$ cat src/pkg/tcf_pkg.sv
package tcf_pkg;
  localparam int CNT_W = 16;
  localparam logic [15:0] CNT_RST = 16'h0000;
  localparam logic [15:0] CMP_RST = 16'hFFFF;
  localparam logic FLAG_RST = 1'b0;
  localparam int FLAG_BIT = 6;
  localparam logic [7:0] STAT_RST = 8'h00;
endpackage : tcf_pkg

$ cat src/hdl/tcf_arm.sv
`timescale 1ns/1ps
module tcf_arm (
  // clock and reset
  input wire logic clk,
  input wire logic arst_n,
  // events
  input wire logic stat_rd,
  input wire logic flag,
  input wire logic cmp_wr,
  // result
  output logic armed
);
  typedef struct packed {
    logic armed;
  } tcf_arm_st_t;
  tcf_arm_st_t s_q, s_d;
  always_comb begin
    s_d = s_q;
    // a status read with the flag up arms the clear; with it down disarms
    if (stat_rd) begin
      s_d.armed = flag; // RULE_03
    end else if (cmp_wr) begin
      s_d.armed = 1'b0;
    end
  end
  always_ff @(posedge clk or negedge arst_n) begin
    if (!arst_n) begin
      s_q <= '0;
    end else begin
      s_q <= s_d;
    end
  end
  assign armed = s_q.armed;
endmodule : tcf_arm

$ cat src/hdl/tcf_timer.sv
`timescale 1ns/1ps
// Contract
// RULE_01 - flag sets when counter equals compare
// RULE_02 - clear needs flag-seen read, then compare write
// RULE_03 - read seeing zero never arms clear
// RULE_04 - match during clearing write keeps flag
// RULE_05 - software avoids matches between read, write
module tcf_timer #(
  parameter int CNT_W = tcf_pkg::CNT_W
) (
  // clock and reset
  input wire logic CLK,
  input wire logic ARST_N,
  // status register access
  input wire logic STAT_RD,
  // compare register access
  input wire logic CMP_WR,
  input wire logic [CNT_W-1:0] CMP_WDATA,
  // state
  output logic [CNT_W-1:0] FREE_RUNNING_COUNTER,
  output logic [CNT_W-1:0] COMPARE_VALUE_REG,
  output logic COMPARE_MATCH_FLAG,
  output logic [7:0] TIMER_CTRL_STATUS_REG,
  output logic MATCH_PULSE
);
  typedef struct packed {
    logic [CNT_W-1:0] cnt;
    logic [CNT_W-1:0] cmp;
    logic flag;
    logic [7:0] stat;
    logic pulse;
  } tcf_timer_st_t;

  tcf_timer_st_t s_q;
  tcf_timer_st_t s_d;

  // clear armed by a status read that saw the flag up
  logic armed;

  // ripple increment of the free-running count
  logic [CNT_W-1:0] inc_carry;
  logic [CNT_W-1:0] cnt_inc;

  // per-bit equality of count and compare word
  logic [CNT_W-1:0] bit_eq;
  logic match;

  // compare word after this cycle's write
  logic [CNT_W-1:0] cmp_next;

  // flag requests of this cycle
  logic set_req;
  logic clr_req;
  logic clr_ok;

  tcf_arm u_arm (
    .clk(CLK),
    .arst_n(ARST_N),
    .stat_rd(STAT_RD),
    .flag(s_q.flag),
    .cmp_wr(CMP_WR),
    .armed(armed)
  );

  assign inc_carry[0] = 1'b1;

  // per-bit slice: increment, equality, compare load
  for (genvar b = 0; b < CNT_W; b++) begin : g_bit
    // count wraps at full scale
    assign cnt_inc[b] = s_q.cnt[b] ^ inc_carry[b];
    if (b < CNT_W - 1) begin : g_carry
      assign inc_carry[b + 1] = s_q.cnt[b] & inc_carry[b];
    end
    // registered count against registered compare word
    assign bit_eq[b] = ~(s_q.cnt[b] ^ s_q.cmp[b]);
    // compare word is taken whole in one strobe
    assign cmp_next[b] = CMP_WR ? CMP_WDATA[b] : s_q.cmp[b];
  end

  // a word written this cycle takes part from the next one
  assign match = &bit_eq; // RULE_01
  assign set_req = match; // RULE_01

  // a write overlapping a status read never clears
  assign clr_req = CMP_WR && !STAT_RD;
  // only a read that saw the flag up arms the clear
  assign clr_ok = clr_req && armed; // RULE_02 RULE_03

  always_comb begin
    s_d = s_q;
    s_d.cnt = cnt_inc;
    s_d.cmp = cmp_next;
    // set wins over clear in the same cycle
    case ({set_req, clr_ok})
      2'b11: begin
        s_d.flag = 1'b1; // RULE_04
      end
      2'b10: begin
        s_d.flag = 1'b1; // RULE_01
      end
      2'b01: begin
        s_d.flag = 1'b0; // RULE_02
      end
      default: begin
        s_d.flag = s_q.flag;
      end
    endcase
    s_d.stat = tcf_pkg::STAT_RST;
    s_d.stat[tcf_pkg::FLAG_BIT] = s_d.flag;
    s_d.pulse = match; // RULE_01
  end

  always_ff @(posedge CLK or negedge ARST_N) begin
    if (!ARST_N) begin
      s_q.cnt <= CNT_W'(tcf_pkg::CNT_RST);
      s_q.cmp <= CNT_W'(tcf_pkg::CMP_RST);
      s_q.flag <= tcf_pkg::FLAG_RST;
      s_q.stat <= tcf_pkg::STAT_RST;
      s_q.pulse <= 1'b0;
    end else begin
      s_q <= s_d;
    end
  end

  assign FREE_RUNNING_COUNTER = s_q.cnt;
  assign COMPARE_VALUE_REG = s_q.cmp;
  assign COMPARE_MATCH_FLAG = s_q.flag;
  assign TIMER_CTRL_STATUS_REG = s_q.stat;
  assign MATCH_PULSE = s_q.pulse;
endmodule : tcf_timer

$ cat config.mk
export PLATFORM = sky130hd
export DESIGN_NAME = tcf_timer
export DESIGN_NICKNAME = d
export VERILOG_FILES = /design/src/pkg/tcf_pkg.sv /design/src/hdl/tcf_arm.sv /design/src/hdl/tcf_timer.sv
export SDC_FILE = /design/constraint.sdc
export NUM_CORES = 1
export LEC_CHECK = 0
export BUFFER_PORTS_ARGS = -buffer_cell sky130_fd_sc_hd__buf_2
export CAP_MARGIN = 20
export CORE_ASPECT_RATIO = 1.1
export CORE_MARGIN = 3
export CORE_UTILIZATION = 45
export CTS_CLUSTER_SIZE = 8
export DETAILED_ROUTE_END_ITERATION = 7
export GPL_ROUTABILITY_DRIVEN = 0
export PLACE_DENSITY = 0.86
export SYNTH_ARGS = -nofsm -noshare
export SYNTH_HDL_FRONTEND = slang
export SYNTH_SLANG_ARGS = --single-unit
$ cat constraint.sdc
create_clock -name CLK -period 4 [get_ports CLK]
set_input_delay 0.4 -clock CLK [delete_from_list [all_inputs] [get_ports CLK]]
set_output_delay 0.4 -clock CLK [all_outputs]
set_load 0.01 [all_outputs]
Word level (Yosys, flattened, before mapping). Cells that the tools add are included.

Bits in registers: 35. Input port bits: 20. Output and inout bits: 42. Logic and storage cells: 80.

Eq/ne operators: 3. Mux-type cells: 3. Bitwise gates (word level): 62. Reductions and logical operators: 7.

Operator list (count): $xor A1 B1 Y1 (31); $not A1 Y1 (17); $reduce_and A16 Y1 (1); $and A1 B1 Y1 (14); $eq A2 B2 Y1 const B (2); $reduce_bool A2 Y1 (2); $eq A2 B1 Y1 const B (1); $logic_and A1 B1 Y1 (2); $mux W1 (2); $pmux W1 S2 (1); $reduce_or A2 Y1 (1); $logic_not A1 Y1 (1).

Depth between registers and ports, before layout. Gate-level depths: netlist of the first run.

Depth after elaboration: 15. Gate-level depth with buffers: 15. Depth with buffers taken out: 15.

Modules after synthesis. Synthesis of the first run repeated with hierarchy kept, for this count alone.

Cells, all modules: 104. Area total of the unflattened synthesis: 1542.7 µm².

By module, submodules not included: tcf_timer (times used 1, cells each 101, area an instance 1505.2 µm², seq. area each 870.8 µm²); tcf_arm (times used 1, cells each 3, area an instance 37.5 µm², seq. area each 25.0 µm²).

Worst setup path before layout of the first run. OpenSTA, ideal clock, no wires.

Path kind: register to register. From: register s_q (netlist bit FREE_RUNNING_COUNTER[0]). To: register s_q (netlist bit FREE_RUNNING_COUNTER[15]). Library setup time: 127 ps. Arrival time: 3002 ps. Data required time: 3873 ps. Setup slack: 870 ps. Cell stages (with the launch flop): 16. Path buffers: 0. Period minus slack after synthesis: 3130 ps. Path through: dfrtp_1 > ha_1 > ha_1 > ha_1 > ha_1 > ha_1 > ha_1 > ha_1 > ha_1 > ha_1 > ha_1 > ha_1 > ha_1 > ha_1 > ha_1 > xor2_1.

Longest elaborated chain between the ends: 15.

RTL lines: start: declaration (RTL line tcf_timer.sv:34) `tcf_timer_st_t s_q;`; $and A1 B1 Y1 (14 in a row) (RTL line tcf_timer.sv:72) `assign inc_carry[b + 1] = s_q.cnt[b] & inc_carry[b];`; $xor A1 B1 Y1 (RTL line tcf_timer.sv:70) `assign cnt_inc[b] = s_q.cnt[b] ^ inc_carry[b];`; via cnt_inc[15] (RTL line tcf_timer.sv:42) `logic [CNT_W-1:0] cnt_inc;`.

The timed path passes the listed nets, and every way through them passes these cells. A chain may end at the register's enable or synchronous reset.

Worst setup path after layout of the first run. Same ends and word-level chain as after synthesis.

==> results_dict.tcl, run 1 <==
set metrics [dict create \
    status "finished, final reports clean" \
    htree_levels 2 \
    rr_worst_depth 15 \
    via_per_inst 5.01 \
    synth_top_area_frac 0.308 \
    rrSetupSlack_ps 740 \
    multiInputGateArea_um2 596 \
    drt-pass1-iter-count 2 \
    rsz0062_at_grt "no" \
    cts.sinks 35 \
    fill_cells 271 \
    clock_skew_ps 2.12 \
    critPathMaxFanout 4 \
    num_rows 21 \
    grt_max_degree 36 \
    crit_arrival_ps 3480 \
    setup_tns_ps 0 \
    io_pins 62 \
    hold_viol_final 0 \
    maxCapViolations 0 \
    syn_to_final_growth_pct 20.4 \
    clk_path_buf_depth 2 \
    synth-edff-count 0 \
    nets 195 \
    cp-endpoint "FREE_RUNNING_COUNTER[15]" \
    ctsResizeCount 0 \
    final_util 0.589 \
    wl_per_cell_um 14.9 \
    ys_types 17 \
    placedCellCount 188 \
    ant_nets 0 \
    cts_made_buffers 5 \
    synth_top_area_cell "dfrtp_1" \
    initialDrtViolationCount 9 \
    fin_crit_sh 0.816 \
    drive_gt1_frac 0.574 \
    netlist_area_um2 1540 \
    max_slew.worst_pin.slew_ps 742 \
    ys.flop_type "dfrtp_1" \
    min_period_ps 3260 \
    ir_worst_vdd_mv 0.236 \
    core-area_um2 3150 \
    io_buffers 54 \
    yosys_warnings 0 \
    die-area_um2 4170 \
    syn-instance-count 104 \
    fp.dieW_um 61.8 \
    antenna_found_initial 0 \
    initial_utilization 0.489 \
    crit_start "FREE_RUNNING_COUNTER[0]" \
    synth-async-reset-ratio 1.00 \
    final_cells 196 \
    leakage_uw 0.000975 \
    hold_buffers 0 \
    slew_headroom 0.505 \
    cp-start-kind "flip-flop" \
    cts-root-buf "clkbuf_4" \
    grt_first_pass_wirelength_um 4640 \
    ys_seq_area_frac 0.581 \
    die_h_um 67.4 \
    dp.final_hpwl_um 2290 \
    ys_ff_latch 35 \
    cp-end-kind "flip-flop" \
    layout.area.seq_um2 896 \
    r2r_end "FREE_RUNNING_COUNTER[15]" \
    regToRegStartpoint "FREE_RUNNING_COUNTER[0]" \
    tritoncts "yes" \
    clk_pin_slew_ps 100 \
    insertion_delay_ps 320 \
    synth.top_cells.by_area "dfrtp_1, dfstp_2, mux2_2" \
    grt_usage 0.158 \
    crit_type "flip-flop to flip-flop" \
    num_antenna_cells 0 \
    drc_errors 0 \
    hp-class "primary input to asynchronous set/reset pin" \
    synth_area_per_cell_um2 14.8 \
    grt_pass1_vias 1005 \
    whs_ps 134 \
    postCtsSetupBuffers 0 \
    synth_common_cells "dfrtp_1, dfstp_2, mux2_2, xnor2_1, ha_1" \
    setup_violations 0 \
    drt_wl_total_um 2930 \
    vias 982 \
    slew_viol_final 0 \
    p_per_area_nw_per_um2 355 \
    synth.most_common_cell "dfrtp_1" \
    cp.required_ps 4210 \
    overflow 0 \
    fmax_ghz 0.306 \
]
## per-stage QoR
step	worst slack (ps)	power, uW	area, um^2
2_1_floorplan	870	455	1570
3_3_place_gp	865	486	1810
3_5_place_dp	713	490	1810
4_1_cts	714	668	1860
5_1_grt	594	693	1860
6_report	737	659	1860
## routing by layer
metal	GRT usage	share of wire	wire (um)	up-vias
li1	-	-	-	454
met1	0.167	0.37	1100	490
met2	0.280	0.54	1590	36
met3	0.0631	0.073	214	2
met4	0.0557	0.0089	26	0
met5	0	0	0	-
## report_power, final
group,total [uW],leakage (uW),internal (uW),switching (uW)
sequential,398,0.000419,383,15.0
combinational,83.5,0.000527,43.0,40.5
clock,178,0.0000293,68.6,109
## flip-flops by register name (all words and copies together) (netlist names)
register and count:
FREE_RUNNING_COUNTER 16, COMPARE_VALUE_REG 16, MATCH_PULSE 1, u_arm.armed 1, TIMER_CTRL_STATUS_REG 1
## critical path: stages (launching register included)
cell	delay, ps
dfrtp_1	430
ha_1	220
ha_1	190
ha_1	200
ha_1	180
ha_1	180
ha_1	180
ha_1	180
ha_1	180
ha_1	180
ha_1	190
ha_1	190
ha_1	180
ha_1	180
ha_1	190
xor2_1	140
## cells by family after synthesis
logic type,after synthesis,synth area share
xor gates and xnor gates,17,0.0965
muxes,16,0.117
and+or+nand+nor,8,0.0332
DFF,35,0.581
AOI/OAI and AO/OA,2,0.00892
adders and majority gates,14,0.114
other,1,0.00243
buffers and inverters,11,0.0479
## worst min path at each step
stage | from | depth (start not counted) | slack [ps] | to
5_1_grt | ARST_N | 1 | 160 | FREE_RUNNING_COUNTER[4]
6_report | ARST_N | 1 | 130 | FREE_RUNNING_COUNTER[0]
3_3_place_gp | FREE_RUNNING_COUNTER[0] | 1 | 470 | FREE_RUNNING_COUNTER[0]
2_1_floorplan | ARST_N | 0 | 100 | FREE_RUNNING_COUNTER[0]
4_1_cts | ARST_N | 1 | 140 | FREE_RUNNING_COUNTER[3]
3_5_place_dp | FREE_RUNNING_COUNTER[0] | 1 | 490 | FREE_RUNNING_COUNTER[0]
## cell usage in the layout (no fill, tap or decap), drive strengths merged
cell,count
dfrtp,19
nor2,1
clkbuf,7
inv,1
xor2,1
nand2b,1
ha,14
a22o,1
xnor2,16
nand4,4
nand2,1
nor4,1
buf,54
conb,7
o21ai,1
mux2,16
clkinv,1
dfstp,16
## cell type report
type | count | area share
multi-input combinational | 64 | 0.321
timing repair buffer | 54 | 0.145
inverter | 1 | 0.00202
tap | 34 | 0.0229
clock inverter | 1 | 0.00269
sequential | 35 | 0.482
clock buffer | 7 | 0.0242
No activity file was read; power rests on OpenSTA's default activity.
==> inputs of run 2 (changes only) <==
- CORE_UTILIZATION: 45 -> 43
- clock period: 4 -> 2.64 ns (I/O delays scaled with it)
==> results_dict.tcl, run 2 (synthesis gave the netlist of run 1 again) <==
set metrics [dict create \
    final_cell_mix "buf_2, dfrtp_1, dfstp_2, xnor2_1, mux2_2" \
    rrSetupSlack_ps -210 \
    io_buffers 54 \
    syn_to_final_growth_pct 35.5 \
    critPathSlowestCell "dfrtp_1" \
    via_per_inst 4.55 \
    combPwrFrac 0.123 \
    overflow 0 \
    p_sw_uw 256 \
    grt_max_degree 36 \
    violations "negative setup slack" \
    fin_ws_ps -212 \
    cts.sinks 35 \
    grt_pass1_vias 1005 \
    crit_start "FREE_RUNNING_COUNTER[1]" \
    num_antenna_cells 0 \
    whs_ps 153 \
    core-area_um2 3390 \
    drt_wl_total_um 3120 \
    leakage_uw 0.000973 \
    htree_levels 2 \
    cp-endpoint "FREE_RUNNING_COUNTER[15]" \
    internal_power_uw 776 \
    path_cells "ha_2, ha_4, ha_4, ha_4, ha_4, ha_4, ha_4, ha_4, ha_4, ha_4, ha_4, ha_4, ha_4, ha_4, xor2_1" \
    antenna_found_initial 0 \
    wl_per_cell_um 14.5 \
    initialDrtViolationCount 10 \
    swShare 0.248 \
    critPathMaxFanout 2 \
    clk_pin_slew_ps 110 \
    slowest_delay_ps 390 \
    drt-pass1-iter-count 4 \
    post-place-ws_ps -208 \
    setup_violations 2 \
    cts_made_buffers 5 \
    crit_arrival_ps 3080 \
    grt_usage 0.162 \
    cp-end-kind "flip-flop" \
    final_cells 215 \
    clock_power_share 0.292 \
    regToRegStartpoint "FREE_RUNNING_COUNTER[1]" \
    nets 200 \
    slew_headroom 0.498 \
    cts-root-buf "clkbuf_4" \
    num_rows 22 \
    crit_type "flip-flop to flip-flop" \
    slew_viol_final 0 \
    ant_nets 0 \
    die_h_um 68.8 \
    tritoncts "yes" \
    drive_gt1_frac 0.671 \
    fp.dieW_um 63.1 \
    maxCapViolations 0 \
    fmax_ghz 0.351 \
    status "finished, violations left" \
    crit_top_cell "ha_4" \
    final_common_cell "buf_2" \
    grt_first_pass_wirelength_um 5040 \
    insertion_delay_ps 340 \
    initial_utilization 0.456 \
    max_slew.worst_pin.slew_ps 754 \
    placedCellCount 205 \
    drc_errors 0 \
    vias 979 \
    seq_power_share 0.585 \
    io_pins 62 \
    hp-class "primary input to flip-flop" \
    cp.required_ps 2870 \
    hold_viol_final 0 \
    p_per_area_nw_per_um2 493 \
    min_period_ps 2850 \
    rr_worst_depth 15 \
    clock_skew_ps 12.6 \
    fin_crit_sh 1.08 \
    cp-start-kind "flip-flop" \
    clk_path_buf_depth 2 \
    rsz0062_at_grt "yes" \
    die-area_um2 4340 \
    r2r_end "FREE_RUNNING_COUNTER[15]" \
    dp.final_hpwl_um 2510 \
    ir_worst_vdd_mv 0.336 \
]
run 2: changes by cell type in the layout (fill, tap and decap cells not counted), sizes merged:
cell and change:
buf +4, dlygate4sd3 +1
run 2: routing by layer:
layer,share of wire,wire length (um),track usage,up-vias
met1,0.40,1230,0.167,475
met5,0,0,0,-
met3,0.063,197,0.0600,5
met4,0.014,43,0.0661,0
met2,0.53,1640,0.303,33
li1,-,-,-,466
run 2: area by class of cell:
type,count,area [um^2]
Fill cell,286,1290
Sequential cell,35,896
Multi-Input combinational cell,64,761
Timing Repair Buffer,59,310
Tap cell,48,60.1
Clock buffer,7,55.1
Clock inverter,1,5.00
Inverter,1,3.75
run 2: how the worst min path moves through the flow:
stage	start	endpoint	slack (ps)	cells after the start
finish	CMP_WDATA[3]	COMPARE_VALUE_REG[3]	150	2
global route	CMP_WDATA[4]	COMPARE_VALUE_REG[4]	120	2
CTS	CMP_WDATA[5]	COMPARE_VALUE_REG[5]	130	2
detailed placement	ARST_N	u_arm.armed	370	1
global placement	ARST_N	u_arm.armed	360	1
floorplan	ARST_N	FREE_RUNNING_COUNTER[0]	-30	0
run 2: stage by stage:
step / TNS (ps) / power (uW) / utilization / area, um^2
2_1_floorplan: -305 / 690 / - / 1730
3_3_place_gp: -160 / 737 / 0.595 / 2010
3_5_place_dp: -340 / 741 / 0.595 / 2010
4_1_cts: -402 / 1050 / 0.615 / 2080
5_1_grt: -499 / 1090 / 0.618 / 2090
6_report: -349 / 1030 / 0.618 / 2090
run 2: power groups by stage:
stage / Combinational (uW) / Sequential (uW) / Clock [uW]
3_5_place_dp: 128 / 613 / 0
6_report: 127 / 603 / 301
4_1_cts: 129 / 604 / 319
2_1_floorplan: 66.4 / 623 / 0
3_3_place_gp: 126 / 611 / 0
5_1_grt: 140 / 608 / 343
run 2: what timing repair did:
action,CTS,global route
hold endpoints to repair,14,0
setup endpoints to repair,2,3
resized for setup,0,0
buffers inserted,0,1
pin swaps,0,0
hold buffers,1,0
run 2: worst max-delay path: cells and delay by family (launching register included):
kind | cells | cell delay (ps)
adder cells (fa/ha/maj) | 14 | 2200
flip-flops | 1 | 390
XOR/XNOR | 1 | 130
==> inputs of run 3 (changes only) <==
- CORE_UTILIZATION: 43 -> 45
- clock period: 2.64 -> 2.85 ns (I/O delays scaled with it)
==> results_dict.tcl, run 3 (synthesis gave the netlist of run 1 again) <==
set metrics [dict create \
    grt_usage 0.164 \
    path_cells "ha_2, ha_4, ha_4, ha_4, ha_4, ha_4, ha_4, ha_4, ha_4, ha_4, ha_4, ha_4, ha_4, ha_4, xor2_1" \
    final_common_cell "buf_2" \
    nets 198 \
    grt_max_degree 36 \
    drive_gt1_frac 0.673 \
    leakage_uw 0.000967 \
    drt_wl_total_um 3070 \
    post-place-ws_ps 10.2 \
    clk_pin_slew_ps 100 \
    grt_first_pass_wirelength_um 4750 \
    fmax_ghz 0.353 \
    vias 977 \
    dp.final_hpwl_um 2320 \
    overflow 0 \
    rrSetupSlack_ps 20 \
    cp-start-kind "flip-flop" \
    maxCapViolations 0 \
    htree_levels 2 \
    max_slew.worst_pin.slew_ps 728 \
    setup_tns_ps 0 \
    num_rows 21 \
    rr_worst_depth 15 \
    initial_utilization 0.489 \
    core-area_um2 3150 \
    wl_per_cell_um 15.4 \
    fin_ws_ps 17.9 \
    p_per_area_nw_per_um2 475 \
    ant_nets 0 \
    cts-root-buf "clkbuf_4" \
    rsz0062_at_grt "yes" \
    hold_buffers 0 \
    hold_viol_final 8 \
    regToRegStartpoint "FREE_RUNNING_COUNTER[1]" \
    io_pins 62 \
    whs_ps -13.0 \
    cpLargestDelayFamily "adder cells" \
    total_power_uw 981 \
    setup_violations 0 \
    cts_made_buffers 5 \
    min_period_ps 2830 \
    slowest_delay_ps 400 \
    crit_type "flip-flop to flip-flop" \
    insertion_delay_ps 340 \
    slew_headroom 0.515 \
    num_antenna_cells 0 \
    die-area_um2 4170 \
    initialDrtViolationCount 6 \
    ir_worst_vdd_mv 0.364 \
    grt_pass1_vias 1023 \
    cp.required_ps 3090 \
    antenna_found_initial 0 \
    tritoncts "yes" \
    cp-end-kind "flip-flop" \
    fin_crit_sh 0.994 \
    fp.dieW_um 61.8 \
    critPathBufInv 0 \
    syn_to_final_growth_pct 33.8 \
    final_cell_mix "buf_2, dfrtp_1, dfstp_2, xnor2_1, mux2_2" \
    via_per_inst 4.91 \
    cts.sinks 35 \
    clk_path_buf_depth 2 \
    hp-class "primary input to asynchronous set/reset pin" \
    drc_errors 0 \
    violations "negative hold slack" \
    slew_viol_final 0 \
    status "finished, violations left" \
    clock_skew_ps 8.96 \
    crit_arrival_ps 3070 \
    critPathSlowestCell "dfrtp_1" \
    r2r_end "FREE_RUNNING_COUNTER[15]" \
    die_h_um 67.4 \
    io_buffers 54 \
    critPathMaxFanout 2 \
    crit_top_cell "ha_4" \
    drt-pass1-iter-count 2 \
]
-- run 3: cell count changes in the layout (fill, tap and decap cells not counted) --
| cell | previous run | this run |
|---|---|---|
| dlygate4sd3_1 | 1 | 0 |
| clkbuf_8 | 1 | 2 |
| buf_4 | 4 | 3 |
| clkinv_2 | 1 | 0 |
-- run 3: what timing repair did --
action | 4_1_cts | 5_1_grt
setup buffers | 0 | 1
gates resized for setup | 1 | 1
endpoints found under the setup margin | 1 | 1
-- run 3: worst max-delay path by stage --
stage,from,end,cells past startpoint
finish,FREE_RUNNING_COUNTER[1],FREE_RUNNING_COUNTER[15],15
global route,FREE_RUNNING_COUNTER[1],FREE_RUNNING_COUNTER[15],15
CTS,FREE_RUNNING_COUNTER[1],FREE_RUNNING_COUNTER[15],15
detailed placement,FREE_RUNNING_COUNTER[1],FREE_RUNNING_COUNTER[15],15
global placement,FREE_RUNNING_COUNTER[1],FREE_RUNNING_COUNTER[15],15
floorplan,FREE_RUNNING_COUNTER[0],FREE_RUNNING_COUNTER[15],15
-- run 3: metal layers --
metal  routed length [um]  track usage  up-vias
met2                 1680        0.291       42
met4                   48       0.0637        0
li1                     -            -      459
met5                    0            0        -
met3                  192       0.0535        7
met1                 1150        0.177      469
-- run 3: per-stage QoR --
step / util / cells / hold WS, ps / cell area (um^2)
6_report: 0.655 / 199 / -13.0 / 2060
5_1_grt: 0.655 / 199 / 18.2 / 2060
4_1_cts: 0.649 / 198 / 12.2 / 2050
3_5_place_dp: 0.624 / 190 / 389 / 1970
3_3_place_gp: 0.624 / 190 / 377 / 1970
2_1_floorplan: - / 110 / -10.6 / 1710
-- run 3: report_power, final --
part	internal [uW]	switching, uW
registers	538	21.8
logic	60.3	56.5
clock network	145	160
total	743	238
-- run 3: layout make-up --
class,instances,area [um^2]
Clock buffer,8,68.8
Fill cell,237,1090
Inverter,1,3.75
Multi-Input combinational cell,64,761
Sequential cell,35,896
Tap cell,34,42.5
Timing Repair Buffer,57,293
